$ cat config.mk
export PLATFORM = sky130hd
export DESIGN_NAME = csrf_core_sfr
export DESIGN_NICKNAME = d
export VERILOG_FILES = /design/src/hdl/csrf_core_sfr.v
export VERILOG_INCLUDE_DIRS = /design/src /design/src/hdl
export SDC_FILE = /design/constraint.sdc
export NUM_CORES = 1
export LEC_CHECK = 0
export BUFFER_PORTS_ARGS = -buffer_cell sky130_fd_sc_hd__buf_4
export CAP_MARGIN = 20
export CORE_MARGIN = 5
export CORE_UTILIZATION = 46
export CTS_CLUSTER_DIAMETER = 100
export CTS_CLUSTER_SIZE = 28
export DETAILED_ROUTE_END_ITERATION = 8
export PLACE_DENSITY = 0.77
export SLEW_MARGIN = 20
export SYNTH_ARGS = -nofsm -noshare
export SYNTH_HDL_FRONTEND = slang
export SYNTH_SLANG_ARGS = --single-unit
export TNS_END_PERCENT = 50
$ cat constraint.sdc
create_clock -name clk -period 1.95 [get_ports clk]
set_clock_uncertainty 0.2 [all_clocks]
set_input_delay 0 -clock clk [delete_from_list [all_inputs] [get_ports clk]]
set_output_delay 0 -clock clk [all_outputs]
set_load 0.03 [all_outputs]
$ cat src/hdl/csrf_regs.vh
/*
  Register indices, field positions and reset values of the core special
  register bank. Each index is a file address; the byte address on the
  bus is four times the low seven bits of it. Definitions only.
*/
`ifndef CSRF_REGS_VH
`define CSRF_REGS_VH

// File indices, bank 0
`define CSRF_IDX_IND0      8'h00
`define CSRF_IDX_TMR_CNT   8'h01
`define CSRF_IDX_PCLO0     8'h02
`define CSRF_IDX_FLAGS0    8'h03
`define CSRF_IDX_IPTR0     8'h04
`define CSRF_IDX_PA_PINS   8'h05
`define CSRF_IDX_PB_PINS   8'h06
`define CSRF_IDX_PCHI0     8'h0a
`define CSRF_IDX_IRQC0     8'h0b
`define CSRF_IDX_PIRQ_FLG  8'h0c
`define CSRF_IDX_CMP_CTL   8'h1f
// File indices, bank 1
`define CSRF_IDX_IND1      8'h80
`define CSRF_IDX_TMR_CFG   8'h81
`define CSRF_IDX_PCLO1     8'h82
`define CSRF_IDX_FLAGS1    8'h83
`define CSRF_IDX_IPTR1     8'h84
`define CSRF_IDX_PA_DIR    8'h85
`define CSRF_IDX_PB_DIR    8'h86
`define CSRF_IDX_PCHI1     8'h8a
`define CSRF_IDX_IRQC1     8'h8b
`define CSRF_IDX_PIRQ_EN   8'h8c
`define CSRF_IDX_RST_CAUSE 8'h8e
`define CSRF_IDX_VREF_CTL  8'h9f

// Core flags fields
`define CSRF_FLG_BANK      5
`define CSRF_FLG_TMO       4
`define CSRF_FLG_PWD       3
`define CSRF_FLG_Z         2
`define CSRF_FLG_DIG       1
`define CSRF_FLG_C         0
// Other single-bit fields
`define CSRF_PIRQ_CMP      6
`define CSRF_RC_PWR        1
`define CSRF_RC_BRN        0

// Power-on values; unknown bits come up as zero
`define CSRF_RST_FLAGS     8'h18
`define CSRF_RST_TMR_CFG   8'hff
`define CSRF_RST_PA_DIR    5'h1f
`define CSRF_RST_PB_DIR    8'hff
`define CSRF_RST_ZERO8     8'h00
// Implemented-bit masks
`define CSRF_MSK_CMP_WR    4'hf
`define CSRF_MSK_VREF      8'hef
`define CSRF_MSK_RC        2'h3

`endif

$ cat src/hdl/csrf_core_sfr.v
/*
  Core special register bank of a small 8-bit controller, reached over
  an APB slave port. Holds the banked and mirrored core registers, the
  reset-cause logic and the two reset value sets.
  Assumes: power-on reset on rst_b; the other reset causes and the core
  flag updates arrive as same-clock signals from on-chip logic; the
  comparator outputs are asynchronous and are synchronised here.
*/
`timescale 1ns/1ps

module csrf_core_sfr (
  // Clock and power-on reset
  input  wire        clk,
  input  wire        rst_b,
  // APB slave
  input  wire        psel,
  input  wire        penable,
  input  wire        pwrite,
  input  wire [31:0] paddr,
  input  wire [31:0] pwdata,
  output reg  [31:0] prdata,
  output reg         pready,
  output reg         pslverr,
  // Non-power-up reset causes, one-cycle pulses
  input  wire        ext_clear_rst,
  input  wire        brownout_rst,
  input  wire        watchdog_rst,
  // Core flag update from the instruction just executed
  input  wire        flag_update,
  input  wire        flag_z_in,
  input  wire        flag_dc_in,
  input  wire        flag_c_in,
  // Comparator status
  input  wire [1:0]  cmp_out,
  input  wire        cmp_change,
  // Register contents toward the core and peripherals
  output reg  [7:0]  timer_count,
  output reg  [7:0]  pc_low,
  output reg  [7:0]  core_flags,
  output reg  [7:0]  indirect_pointer,
  output reg  [4:0]  port_a_pins,
  output reg  [7:0]  port_b_pins,
  output reg  [4:0]  pc_high_latch,
  output reg  [7:0]  irq_control,
  output reg         periph_irq_flags,
  output reg  [3:0]  comparator_control,
  output reg  [7:0]  timer_prescale_config,
  output reg  [4:0]  port_a_direction,
  output reg  [7:0]  port_b_direction,
  output reg         periph_irq_enables,
  output reg  [1:0]  power_reset_cause,
  output reg  [7:0]  voltage_ref_control
);

`include "csrf_regs.vh"

////////////////////////////////////////////////////////////////////////
// Bus decode

  wire       setup_phase;
  wire       wr_done;
  wire       other_rst;
  wire [7:0] file_addr;
  wire [7:0] file_low;
  wire [7:0] wdat;
  wire       out_of_range;

  assign setup_phase  = psel & ~penable;
  // A write outside the file space is refused, so it must not alias
  // onto the register that its low address bits happen to name
  assign wr_done      = psel & penable & pready & pwrite & ~out_of_range;
  assign other_rst    = ext_clear_rst | brownout_rst | watchdog_rst;
  // Bank bit from the flags register forms the top file address bit
  assign file_addr    = {core_flags[`CSRF_FLG_BANK], paddr[8:2]};
  assign file_low     = {1'b0, paddr[8:2]};
  assign wdat         = pwdata[7:0];
  // Words beyond one bank of file space answer with an error
  assign out_of_range = (paddr[31:9] != 23'h00_0000);

  // Mirrored locations match on the low seven bits only
  wire hit_pclo  = wr_done & (file_low == `CSRF_IDX_PCLO0);
  wire hit_flags = wr_done & (file_low == `CSRF_IDX_FLAGS0);
  wire hit_iptr  = wr_done & (file_low == `CSRF_IDX_IPTR0);
  wire hit_pchi  = wr_done & (file_low == `CSRF_IDX_PCHI0);
  wire hit_irqc  = wr_done & (file_low == `CSRF_IDX_IRQC0);

  // Banked locations match the full file address
  wire hit_tcnt  = wr_done & (file_addr == `CSRF_IDX_TMR_CNT);
  wire hit_pa    = wr_done & (file_addr == `CSRF_IDX_PA_PINS);
  wire hit_pb    = wr_done & (file_addr == `CSRF_IDX_PB_PINS);
  wire hit_pirq  = wr_done & (file_addr == `CSRF_IDX_PIRQ_FLG);
  wire hit_cmp   = wr_done & (file_addr == `CSRF_IDX_CMP_CTL);
  wire hit_tcfg  = wr_done & (file_addr == `CSRF_IDX_TMR_CFG);
  wire hit_padir = wr_done & (file_addr == `CSRF_IDX_PA_DIR);
  wire hit_pbdir = wr_done & (file_addr == `CSRF_IDX_PB_DIR);
  wire hit_pien  = wr_done & (file_addr == `CSRF_IDX_PIRQ_EN);
  wire hit_rc    = wr_done & (file_addr == `CSRF_IDX_RST_CAUSE);
  wire hit_vref  = wr_done & (file_addr == `CSRF_IDX_VREF_CTL);

////////////////////////////////////////////////////////////////////////
// Comparator output synchroniser

  reg [1:0] cmp_s1;
  reg [1:0] cmp_s2;
  reg [1:0] cmp_s3;
  reg [1:0] cmp_q;

  // The comparator runs off the analog side, so its outputs pass three
  // flops; a new level is taken only once the last two stages agree,
  // which filters a level caught in mid-change
  always @(posedge clk or negedge rst_b)
  begin
    if (!rst_b)
    begin
      cmp_s1 <= 2'b00;
      cmp_s2 <= 2'b00;
      cmp_s3 <= 2'b00;
      cmp_q  <= 2'b00;
    end
    else
    begin
      cmp_s1 <= cmp_out;
      cmp_s2 <= cmp_s1;
      cmp_s3 <= cmp_s2;
      if (cmp_s2 == cmp_s3)
        cmp_q <= cmp_s3;
    end
  end

////////////////////////////////////////////////////////////////////////
// Read multiplexer

  reg [7:0] next_rdata;

  // Anything not listed, and the indirect port itself, reads as zero
  always @*
  begin
    next_rdata = 8'h00;
    case (file_low)
      `CSRF_IDX_PCLO0:  next_rdata = pc_low;
      `CSRF_IDX_FLAGS0: next_rdata = core_flags;
      `CSRF_IDX_IPTR0:  next_rdata = indirect_pointer;
      `CSRF_IDX_PCHI0:  next_rdata = {3'b000, pc_high_latch};
      `CSRF_IDX_IRQC0:  next_rdata = irq_control;
      default:
      begin
        case (file_addr)
          `CSRF_IDX_TMR_CNT:   next_rdata = timer_count;
          `CSRF_IDX_PA_PINS:   next_rdata = {3'b000, port_a_pins};
          `CSRF_IDX_PB_PINS:   next_rdata = port_b_pins;
          `CSRF_IDX_PIRQ_FLG:
            next_rdata = {1'b0, periph_irq_flags, 6'b00_0000};
          `CSRF_IDX_CMP_CTL:
            next_rdata = {cmp_q, 2'b00, comparator_control};
          `CSRF_IDX_TMR_CFG:   next_rdata = timer_prescale_config;
          `CSRF_IDX_PA_DIR:    next_rdata = {3'b000, port_a_direction};
          `CSRF_IDX_PB_DIR:    next_rdata = port_b_direction;
          `CSRF_IDX_PIRQ_EN:
            next_rdata = {1'b0, periph_irq_enables, 6'b00_0000};
          `CSRF_IDX_RST_CAUSE:
            next_rdata = {6'b00_0000, power_reset_cause};
          `CSRF_IDX_VREF_CTL:
            next_rdata = voltage_ref_control & `CSRF_MSK_VREF;
          default:             next_rdata = 8'h00;
        endcase
      end
    endcase
  end

////////////////////////////////////////////////////////////////////////
// APB handshake

  // Data is captured in the setup cycle so prdata is a clean flop; the
  // price is one fixed wait-free access cycle per transfer, and a read
  // returns the state that stood at the setup edge
  always @(posedge clk or negedge rst_b)
  begin
    if (!rst_b)
    begin
      prdata  <= 32'h0000_0000;
      pready  <= 1'b0;
      pslverr <= 1'b0;
    end
    else
    begin
      pready <= setup_phase;
      if (setup_phase)
      begin
        pslverr <= out_of_range;
        if (!pwrite && !out_of_range)
          prdata <= {24'h00_0000, next_rdata};
        else
          prdata <= 32'h0000_0000;
      end
      else if (pready)
      begin
        pslverr <= 1'b0;
      end
    end
  end

////////////////////////////////////////////////////////////////////////
// Core flags

  // Timeout goes low only on a watchdog reset; other causes set it
  always @(posedge clk or negedge rst_b)
  begin
    if (!rst_b)
      core_flags <= `CSRF_RST_FLAGS;
    else if (other_rst)
    begin
      core_flags[7:5]          <= 3'b000;
      core_flags[`CSRF_FLG_TMO] <= ~watchdog_rst;
      core_flags[`CSRF_FLG_PWD] <= 1'b1;
    end
    else
    begin
      // Timeout and power-down are never written by software
      if (hit_flags)
        core_flags[7:5] <= wdat[7:5];
      // An instruction that updates the flags wins over its own write
      if (flag_update)
      begin
        core_flags[`CSRF_FLG_Z]   <= flag_z_in;
        core_flags[`CSRF_FLG_DIG] <= flag_dc_in;
        core_flags[`CSRF_FLG_C]   <= flag_c_in;
      end
      else if (hit_flags)
        core_flags[2:0] <= wdat[2:0];
    end
  end

////////////////////////////////////////////////////////////////////////
// Registers that reset alike on every cause

  always @(posedge clk or negedge rst_b)
  begin
    if (!rst_b)
    begin
      pc_low                <= `CSRF_RST_ZERO8;
      pc_high_latch         <= 5'h00;
      timer_prescale_config <= `CSRF_RST_TMR_CFG;
      port_a_direction      <= `CSRF_RST_PA_DIR;
      port_b_direction      <= `CSRF_RST_PB_DIR;
      comparator_control    <= 4'h0;
      voltage_ref_control   <= `CSRF_RST_ZERO8;
      periph_irq_enables    <= 1'b0;
    end
    else if (other_rst)
    begin
      pc_low                <= `CSRF_RST_ZERO8;
      pc_high_latch         <= 5'h00;
      timer_prescale_config <= `CSRF_RST_TMR_CFG;
      port_a_direction      <= `CSRF_RST_PA_DIR;
      port_b_direction      <= `CSRF_RST_PB_DIR;
      comparator_control    <= 4'h0;
      voltage_ref_control   <= `CSRF_RST_ZERO8;
      periph_irq_enables    <= 1'b0;
    end
    else
    begin
      if (hit_pclo)
        pc_low <= wdat;
      if (hit_pchi)
        pc_high_latch <= wdat[4:0];
      if (hit_tcfg)
        timer_prescale_config <= wdat;
      if (hit_padir)
        port_a_direction <= wdat[4:0];
      if (hit_pbdir)
        port_b_direction <= wdat;
      // Comparator outputs are status only; mode bits are written
      if (hit_cmp)
        comparator_control <= wdat[3:0] & `CSRF_MSK_CMP_WR;
      // Bit 4 is not implemented and never stores
      if (hit_vref)
        voltage_ref_control <= wdat & `CSRF_MSK_VREF;
      if (hit_pien)
        periph_irq_enables <= wdat[`CSRF_PIRQ_CMP];
    end
  end

////////////////////////////////////////////////////////////////////////
// Registers that keep their value across non-power-up resets, except port A pins bits 3:0

  always @(posedge clk or negedge rst_b)
  begin
    if (!rst_b)
    begin
      timer_count      <= `CSRF_RST_ZERO8;
      indirect_pointer <= `CSRF_RST_ZERO8;
      port_a_pins      <= 5'h00;
      port_b_pins      <= `CSRF_RST_ZERO8;
    end
    else if (other_rst)
    begin
      // Counter, pointer, port B and port A bit 4 are left as they were
      port_a_pins[3:0] <= 4'h0;
    end
    else
    begin
      if (hit_tcnt)
        timer_count <= wdat;
      if (hit_iptr)
        indirect_pointer <= wdat;
      if (hit_pa)
        port_a_pins <= wdat[4:0];
      if (hit_pb)
        port_b_pins <= wdat;
    end
  end

////////////////////////////////////////////////////////////////////////
// Interrupt control and peripheral flag

  // The change flag in bit 0 survives non-power-up resets untouched
  always @(posedge clk or negedge rst_b)
  begin
    if (!rst_b)
      irq_control <= `CSRF_RST_ZERO8;
    else if (other_rst)
      irq_control[7:1] <= 7'h00;
    else if (hit_irqc)
      irq_control <= wdat;
  end

  // A comparator event in the cycle of a software clear is kept
  always @(posedge clk or negedge rst_b)
  begin
    if (!rst_b)
      periph_irq_flags <= 1'b0;
    else if (other_rst)
      periph_irq_flags <= 1'b0;
    else if (cmp_change)
      periph_irq_flags <= 1'b1;
    else if (hit_pirq)
      periph_irq_flags <= wdat[`CSRF_PIRQ_CMP];
  end

////////////////////////////////////////////////////////////////////////
// Reset cause

  // Software sets both bits after start-up so the next reset can be told
  // apart; a brown-out clears its bit, other causes leave it alone
  always @(posedge clk or negedge rst_b)
  begin
    if (!rst_b)
      power_reset_cause <= 2'b00;
    else if (other_rst)
    begin
      if (brownout_rst)
        power_reset_cause[`CSRF_RC_BRN] <= 1'b0;
    end
    // Only the two cause bits store
    else if (hit_rc)
      power_reset_cause <= wdat[1:0] & `CSRF_MSK_RC;
  end

endmodule // csrf_core_sfr

# Word level (Yosys, flattened, before mapping)
# Cells that the tools add are included.
[totals]
reg_bits = 136
input_bits = 79
output_inout_bits = 129
word_cells = 135
[classes]
eq_ne = 18
muxes = 35
n_bitwise = 27
n_reduce_logical = 27
[ops]
columns = ["cell", "count"]
rows = [
  ["$pmux W8 S11", 1],
  ["$mux W8", 10],
  ["$eq A8 B8 Y1 const B", 6],
  ["$pmux W8 S5", 1],
  ["$reduce_bool A2 Y1", 14],
  ["$reduce_bool A23 Y1", 1],
  ["$and A1 B1 Y1", 21],
  ["$mux W5", 4],
  ["$eq A8 B3 Y1 const B", 2],
  ["$mux W4", 4],
  ["$reduce_and A2 Y1", 8],
  ["$eq A7 B2 Y1 const B", 2],
  ["$eq A7 B4 Y1 const B", 2],
  ["$mux W3", 4],
  ["$mux W1", 10],
  ["$eq A8 B1 Y1 const B", 1],
  ["$eq A8 B4 Y1 const B", 1],
  ["$eq A8 B5 Y1 const B", 1],
  ["$eq A7 B3 Y1 const B", 1],
  ["$mux W7", 1],
  ["$not A1 Y1", 4],
  ["$reduce_bool A3 Y1", 1],
  ["$eq A2 B2 Y1", 1],
  ["$logic_not A1 Y1", 2],
  ["3 further kinds", 4],
]

# Logic depth before layout (Yosys ltp)
[depth]
ltp_word = 8
depth_mapped = 7
ltp_nobuf = 5

# Least setup slack after synthesis
# No wires, ideal clock.
[synth_path]
path_type = "register to register"
start = "register pready"
end = "register port_a_direction[0]"
setup_ns = 0.097
arrival_ns = 1.917
t_required_ns = 1.653
path_slack_ns = -0.264
stages_incl_launch_ff = 8
path_buffers = 2
period_less_slack_ns = 2.214
cell_sequence = "dfrtp_1 > and4_1 > clkbuf_1 > nand3_1 > or3_1 > clkbuf_1 > o21ai_0 > nand3_1"
[synth_between]
elab_chain_cells = 5
[synth_lines]
columns = ["item", "line_no", "text"]
rows = [
  ["start, declared", "csrf_core_sfr.v:22", "output reg pready,"],
  ["start signal, assigned", "csrf_core_sfr.v:186", "pready <= setup_phase;"],
  ["$and A1 B1 Y1 (3 in a row)", "csrf_core_sfr.v:71", "assign wr_done = psel & penable & pready & pwrite & ~out_of_range;"],
  ["$and A1 B1 Y1", "csrf_core_sfr.v:94", "wire hit_padir = wr_done & (file_addr == `CSRF_IDX_PA_DIR);"],
  ["$reduce_bool A2 Y1 (no source line)", "-", ""],
  ["end signal, assigned", "csrf_core_sfr.v:243", "port_a_direction <= `CSRF_RST_PA_DIR;"],
  ["end signal, assigned", "csrf_core_sfr.v:254", "port_a_direction <= `CSRF_RST_PA_DIR;"],
  ["end signal, assigned", "csrf_core_sfr.v:269", "port_a_direction <= wdat[4:0];"],
  ["end, declared", "csrf_core_sfr.v:48", "output reg [4:0] port_a_direction,"],
]
# No other way between the ends.
# A chain may end at the register's enable or synchronous reset.

# Final worst setup path
[layout_path]
start = "input ext_clear_rst"
end = "register core_flags[0]"
[layout_between]
elab_chain_cells = 4
[layout_lines]
columns = ["item", "line_no", "text"]
rows = [
  ["start, declared", "csrf_core_sfr.v:25", "input wire ext_clear_rst,"],
  ["$or A1 B1 Y1 (2 in a row)", "csrf_core_sfr.v:72", "assign other_rst = ext_clear_rst | brownout_rst | watchdog_rst;"],
  ["$not A1 Y1 (no source line)", "-", ""],
  ["$reduce_and A2 Y1 (no source line)", "-", ""],
  ["end signal, assigned", "csrf_core_sfr.v:209", "core_flags <= `CSRF_RST_FLAGS;"],
  ["end signal, assigned by index", "csrf_core_sfr.v:213", "core_flags[`CSRF_FLG_TMO] <= ~watchdog_rst;"],
  ["end signal, assigned by index", "csrf_core_sfr.v:224", "core_flags[`CSRF_FLG_Z] <= flag_z_in;"],
  ["end, declared", "csrf_core_sfr.v:39", "output reg [7:0] core_flags,"],
]
# No other way between the ends.

==> metrics <==
commonest non-fill, non-tap cells in the layout=buf_4, dfrtp_1, nand3_1; DR WL/cell=22.4 um; routability cong.=roughly 0.97; met3 Use GR=5.79%; maximum capacitance violations=0; Post-synth EDFFs=0; CTS Root Cell=clkbuf_16; First-pass DRT Iterations=5; Power, Total=4870 uW; Max Freq=approximately 530 MHz; synthesis-to-finish area growth=39.8%; HP Start=paddr[31]; grt met1 use=around two fifths; Post-Syn Area=6050 um2; CP startpoint=ext_clear_rst; critical path, cell by cell=dlygate4sd3_1, buf_4, or3_1, buf_6, o31ai_1, buf_4, o221a_2; share of cells above drive strength 1=40.0%; RR Startpoint=pready; global-route wire length before repair=35200 um; Final Hold Viols=0; final setup vio count=0; Worst Path Required=roughly 2 ns; setup TNS=0 ns; clock-pin transition on the worst setup and hold timing paths=0.07 ns; synth unique cells=64; FILL cells=a little over 1000; Leak=0.00373 uW; Crit path max-delay family=buffers and inverters; vias in the first global route=6047; Die Width=125 um; busiest grt layer=met2; port bufs=155; total track usage=~29%; Rows=41; Chip Height=125 um; Syn Area/Cell=roughly 9.8 um2; Tightest Pin Transition=approximately 0.5 ns; arrival time worst endpoint=2.00 ns; Buf+Inv Stages, Crit Path=4; Hold Path Sink=prdata[4]; Total Routed Length=22800 um; Crit. End Element=register; Worst Setup Path Type=in -> reg; initial antenna violation count=0; ANT cells=0; fin crit share=97.2%; Slowest-stage cell, CP=dlygate4sd3_1; nets=between 900 and 1000; R2R cell count=4; r2r endpoint=timer_count[5]; Hold WC Path Type=in -> reg; DPL Wire Length=17100 um; drt drc=0; Seq/Total Area, Yosys=46.4%; number of cells on the worst hold path=7; Clock Latency Late Sink=0.36 ns; CTS buffer count=9; initial DRC count=447; Final Slew Violations=0; crit-path max FO=27; Async SR Flop Fraction=100%; slew margin rel.=66.5%; Core ar.=about 13000 um2; Max clock buf depth=2; Num Clock Sinks=111; FF+latch count, synth=111; Congestion Overflow GR=0; RSZ-0062 raised after global routing=no; CTS tree=yes; vias after detailed routing=between 5000 and 6000; die area=15500 um2; max incr delay on CP=0.54 ns; vias per inst=5.86; most common cell after layout, fill and taps aside=buf_4; Starting Density=47.3%; Primary FF master, synth=dfrtp_1; I/O pin cnt=~210; synth warn=0; Pwr Density=approximately 580 nW/um2; Min Clock Period, post-route=1.90 ns; Mapped Cells=614; largest net degree at the start of global routing=57; peak supply drop=587 uV; status=finished clean; Most common cell on crit path=buf_4; CP startpoint kind=input port; Routed Antenna Nets=0; M2 GR Usage=47.1%; H-tree lvl count=3; R2R Setup Slk=0.06 ns
[state kept, by name (all words and copies together), names as in the netlist, 2 cells and up]
| register | flops |
|---|---|
| comparator_control | 4 |
| prdata | 8 |
| cmp_s2 | 2 |
| power_reset_cause | 2 |
| port_b_direction | 8 |
| port_a_direction | 5 |
| port_a_pins | 5 |
| voltage_ref_control | 7 |
| cmp_s3 | 2 |
| pc_high_latch | 5 |
| pc_low | 8 |
| irq_control | 8 |
| core_flags | 7 |
| timer_count | 8 |
| port_b_pins | 8 |
| indirect_pointer | 8 |
| cmp_q | 2 |
| timer_prescale_config | 8 |
| cmp_s1 | 2 |
[stage by stage]
stage	hold WS (ns)	cells	utilization (%)	instance area, um2	setup WS, ns
6_report	0.0233	1020	66.2	8450	0.0539
5_1_grt	0.0597	1020	66.2	8450	0.00739
4_1_cts	0.0165	1020	65.9	8420	0.0187
3_5_place_dp	-0.209	979	61.7	7880	-0.0526
3_3_place_gp	-0.215	979	61.7	7880	-0.0828
2_1_floorplan	-0.496	638	-	6190	-0.0594
[report_power, final]
part	internal [uW]	switching, uW	leakage, uW	total (uW)
Combinational	259	411	0.00215	670
Clock	921	908	0.000141	1830
Sequential	2330	32.5	0.00144	2370
[tightest hold or removal path: cells and delay by family]
family	cells	cell delay (ns)
buffers and inverters	2	0.23
and+or+nand+nor	4	0.24
AOI/OAI and AO/OA	1	0.07
[kinds of logic after synthesis]
logic type	count (synthesis)	synth area share, %
and+or+nand+nor	236	23.1
buffers and inverters	72	6.39
other	2	0.124
DFF	111	46.4
AOI/OAI and AO/OA	139	14.4
muxes	52	9.27
xor gates and xnor gates	2	0.290
[synth_stat cells (4+ instances only)]
master | count | area share [%]
buf_2 | 9 | 0.74
a21oi_1 | 23 | 1.9
o31ai_1 | 5 | 0.62
nand3_1 | 74 | 6.1
nor4_1 | 6 | 0.62
and2_1 | 4 | 0.41
o21ai_0 | 59 | 4.9
mux2_2 | 32 | 6.0
nor4_4 | 4 | 1.4
nand4_1 | 5 | 0.52
inv_1 | 4 | 0.25
and3_1 | 5 | 0.52
dfstp_2 | 22 | 9.6
nand2_1 | 47 | 2.9
nor3_1 | 18 | 1.5
a22oi_1 | 10 | 1.2
buf_1 | 4 | 0.25
buf_4 | 28 | 3.5
mux2i_1 | 20 | 3.3
and4_1 | 4 | 0.58
nor2_1 | 30 | 1.9
a221oi_1 | 9 | 1.3
clkbuf_1 | 26 | 1.6
nand2b_1 | 6 | 0.62
dfrtp_1 | 89 | 37
[worst max-delay path by stage]
stage	slack [ns]	cells after the start	end
global placement	-0.08	7	power_reset_cause[0]
global route	0.007	5	periph_irq_enables
floorplan	-0.06	4	indirect_pointer[0]
CTS	0.02	6	prdata[1]
finish	0.05	7	core_flags[0]
detailed placement	-0.05	7	power_reset_cause[1]
[routing by layer]
| layer | wire length, um | vias up |
|---|---|---|
| li1 | - | 2685 |
| met1 | 9530 | 2969 |
| met2 | 10900 | 288 |
| met3 | 1840 | 39 |
| met4 | 568 | 0 |
| met5 | 0 | - |
[cell type report]
type	instances	area, um2	area share (%)
Inverter	5	18.8	0.222
Tap cell	172	215	2.55
Clock inverter	6	50.0	0.592
Multi-Input combinational cell	455	3000	35.5
Sequential cell	111	2810	33.2
Clock buffer	10	239	2.83
Timing Repair Buffer	261	2120	25.0
[timing repair]
item	4_1_cts	5_1_grt
hold endpoints to repair	194	0
setup endpoints to repair	0	36
hold buffers	25	0
setup buffers	0	0
resized for setup	0	9
No activity file was read; power rests on OpenSTA's default activity.
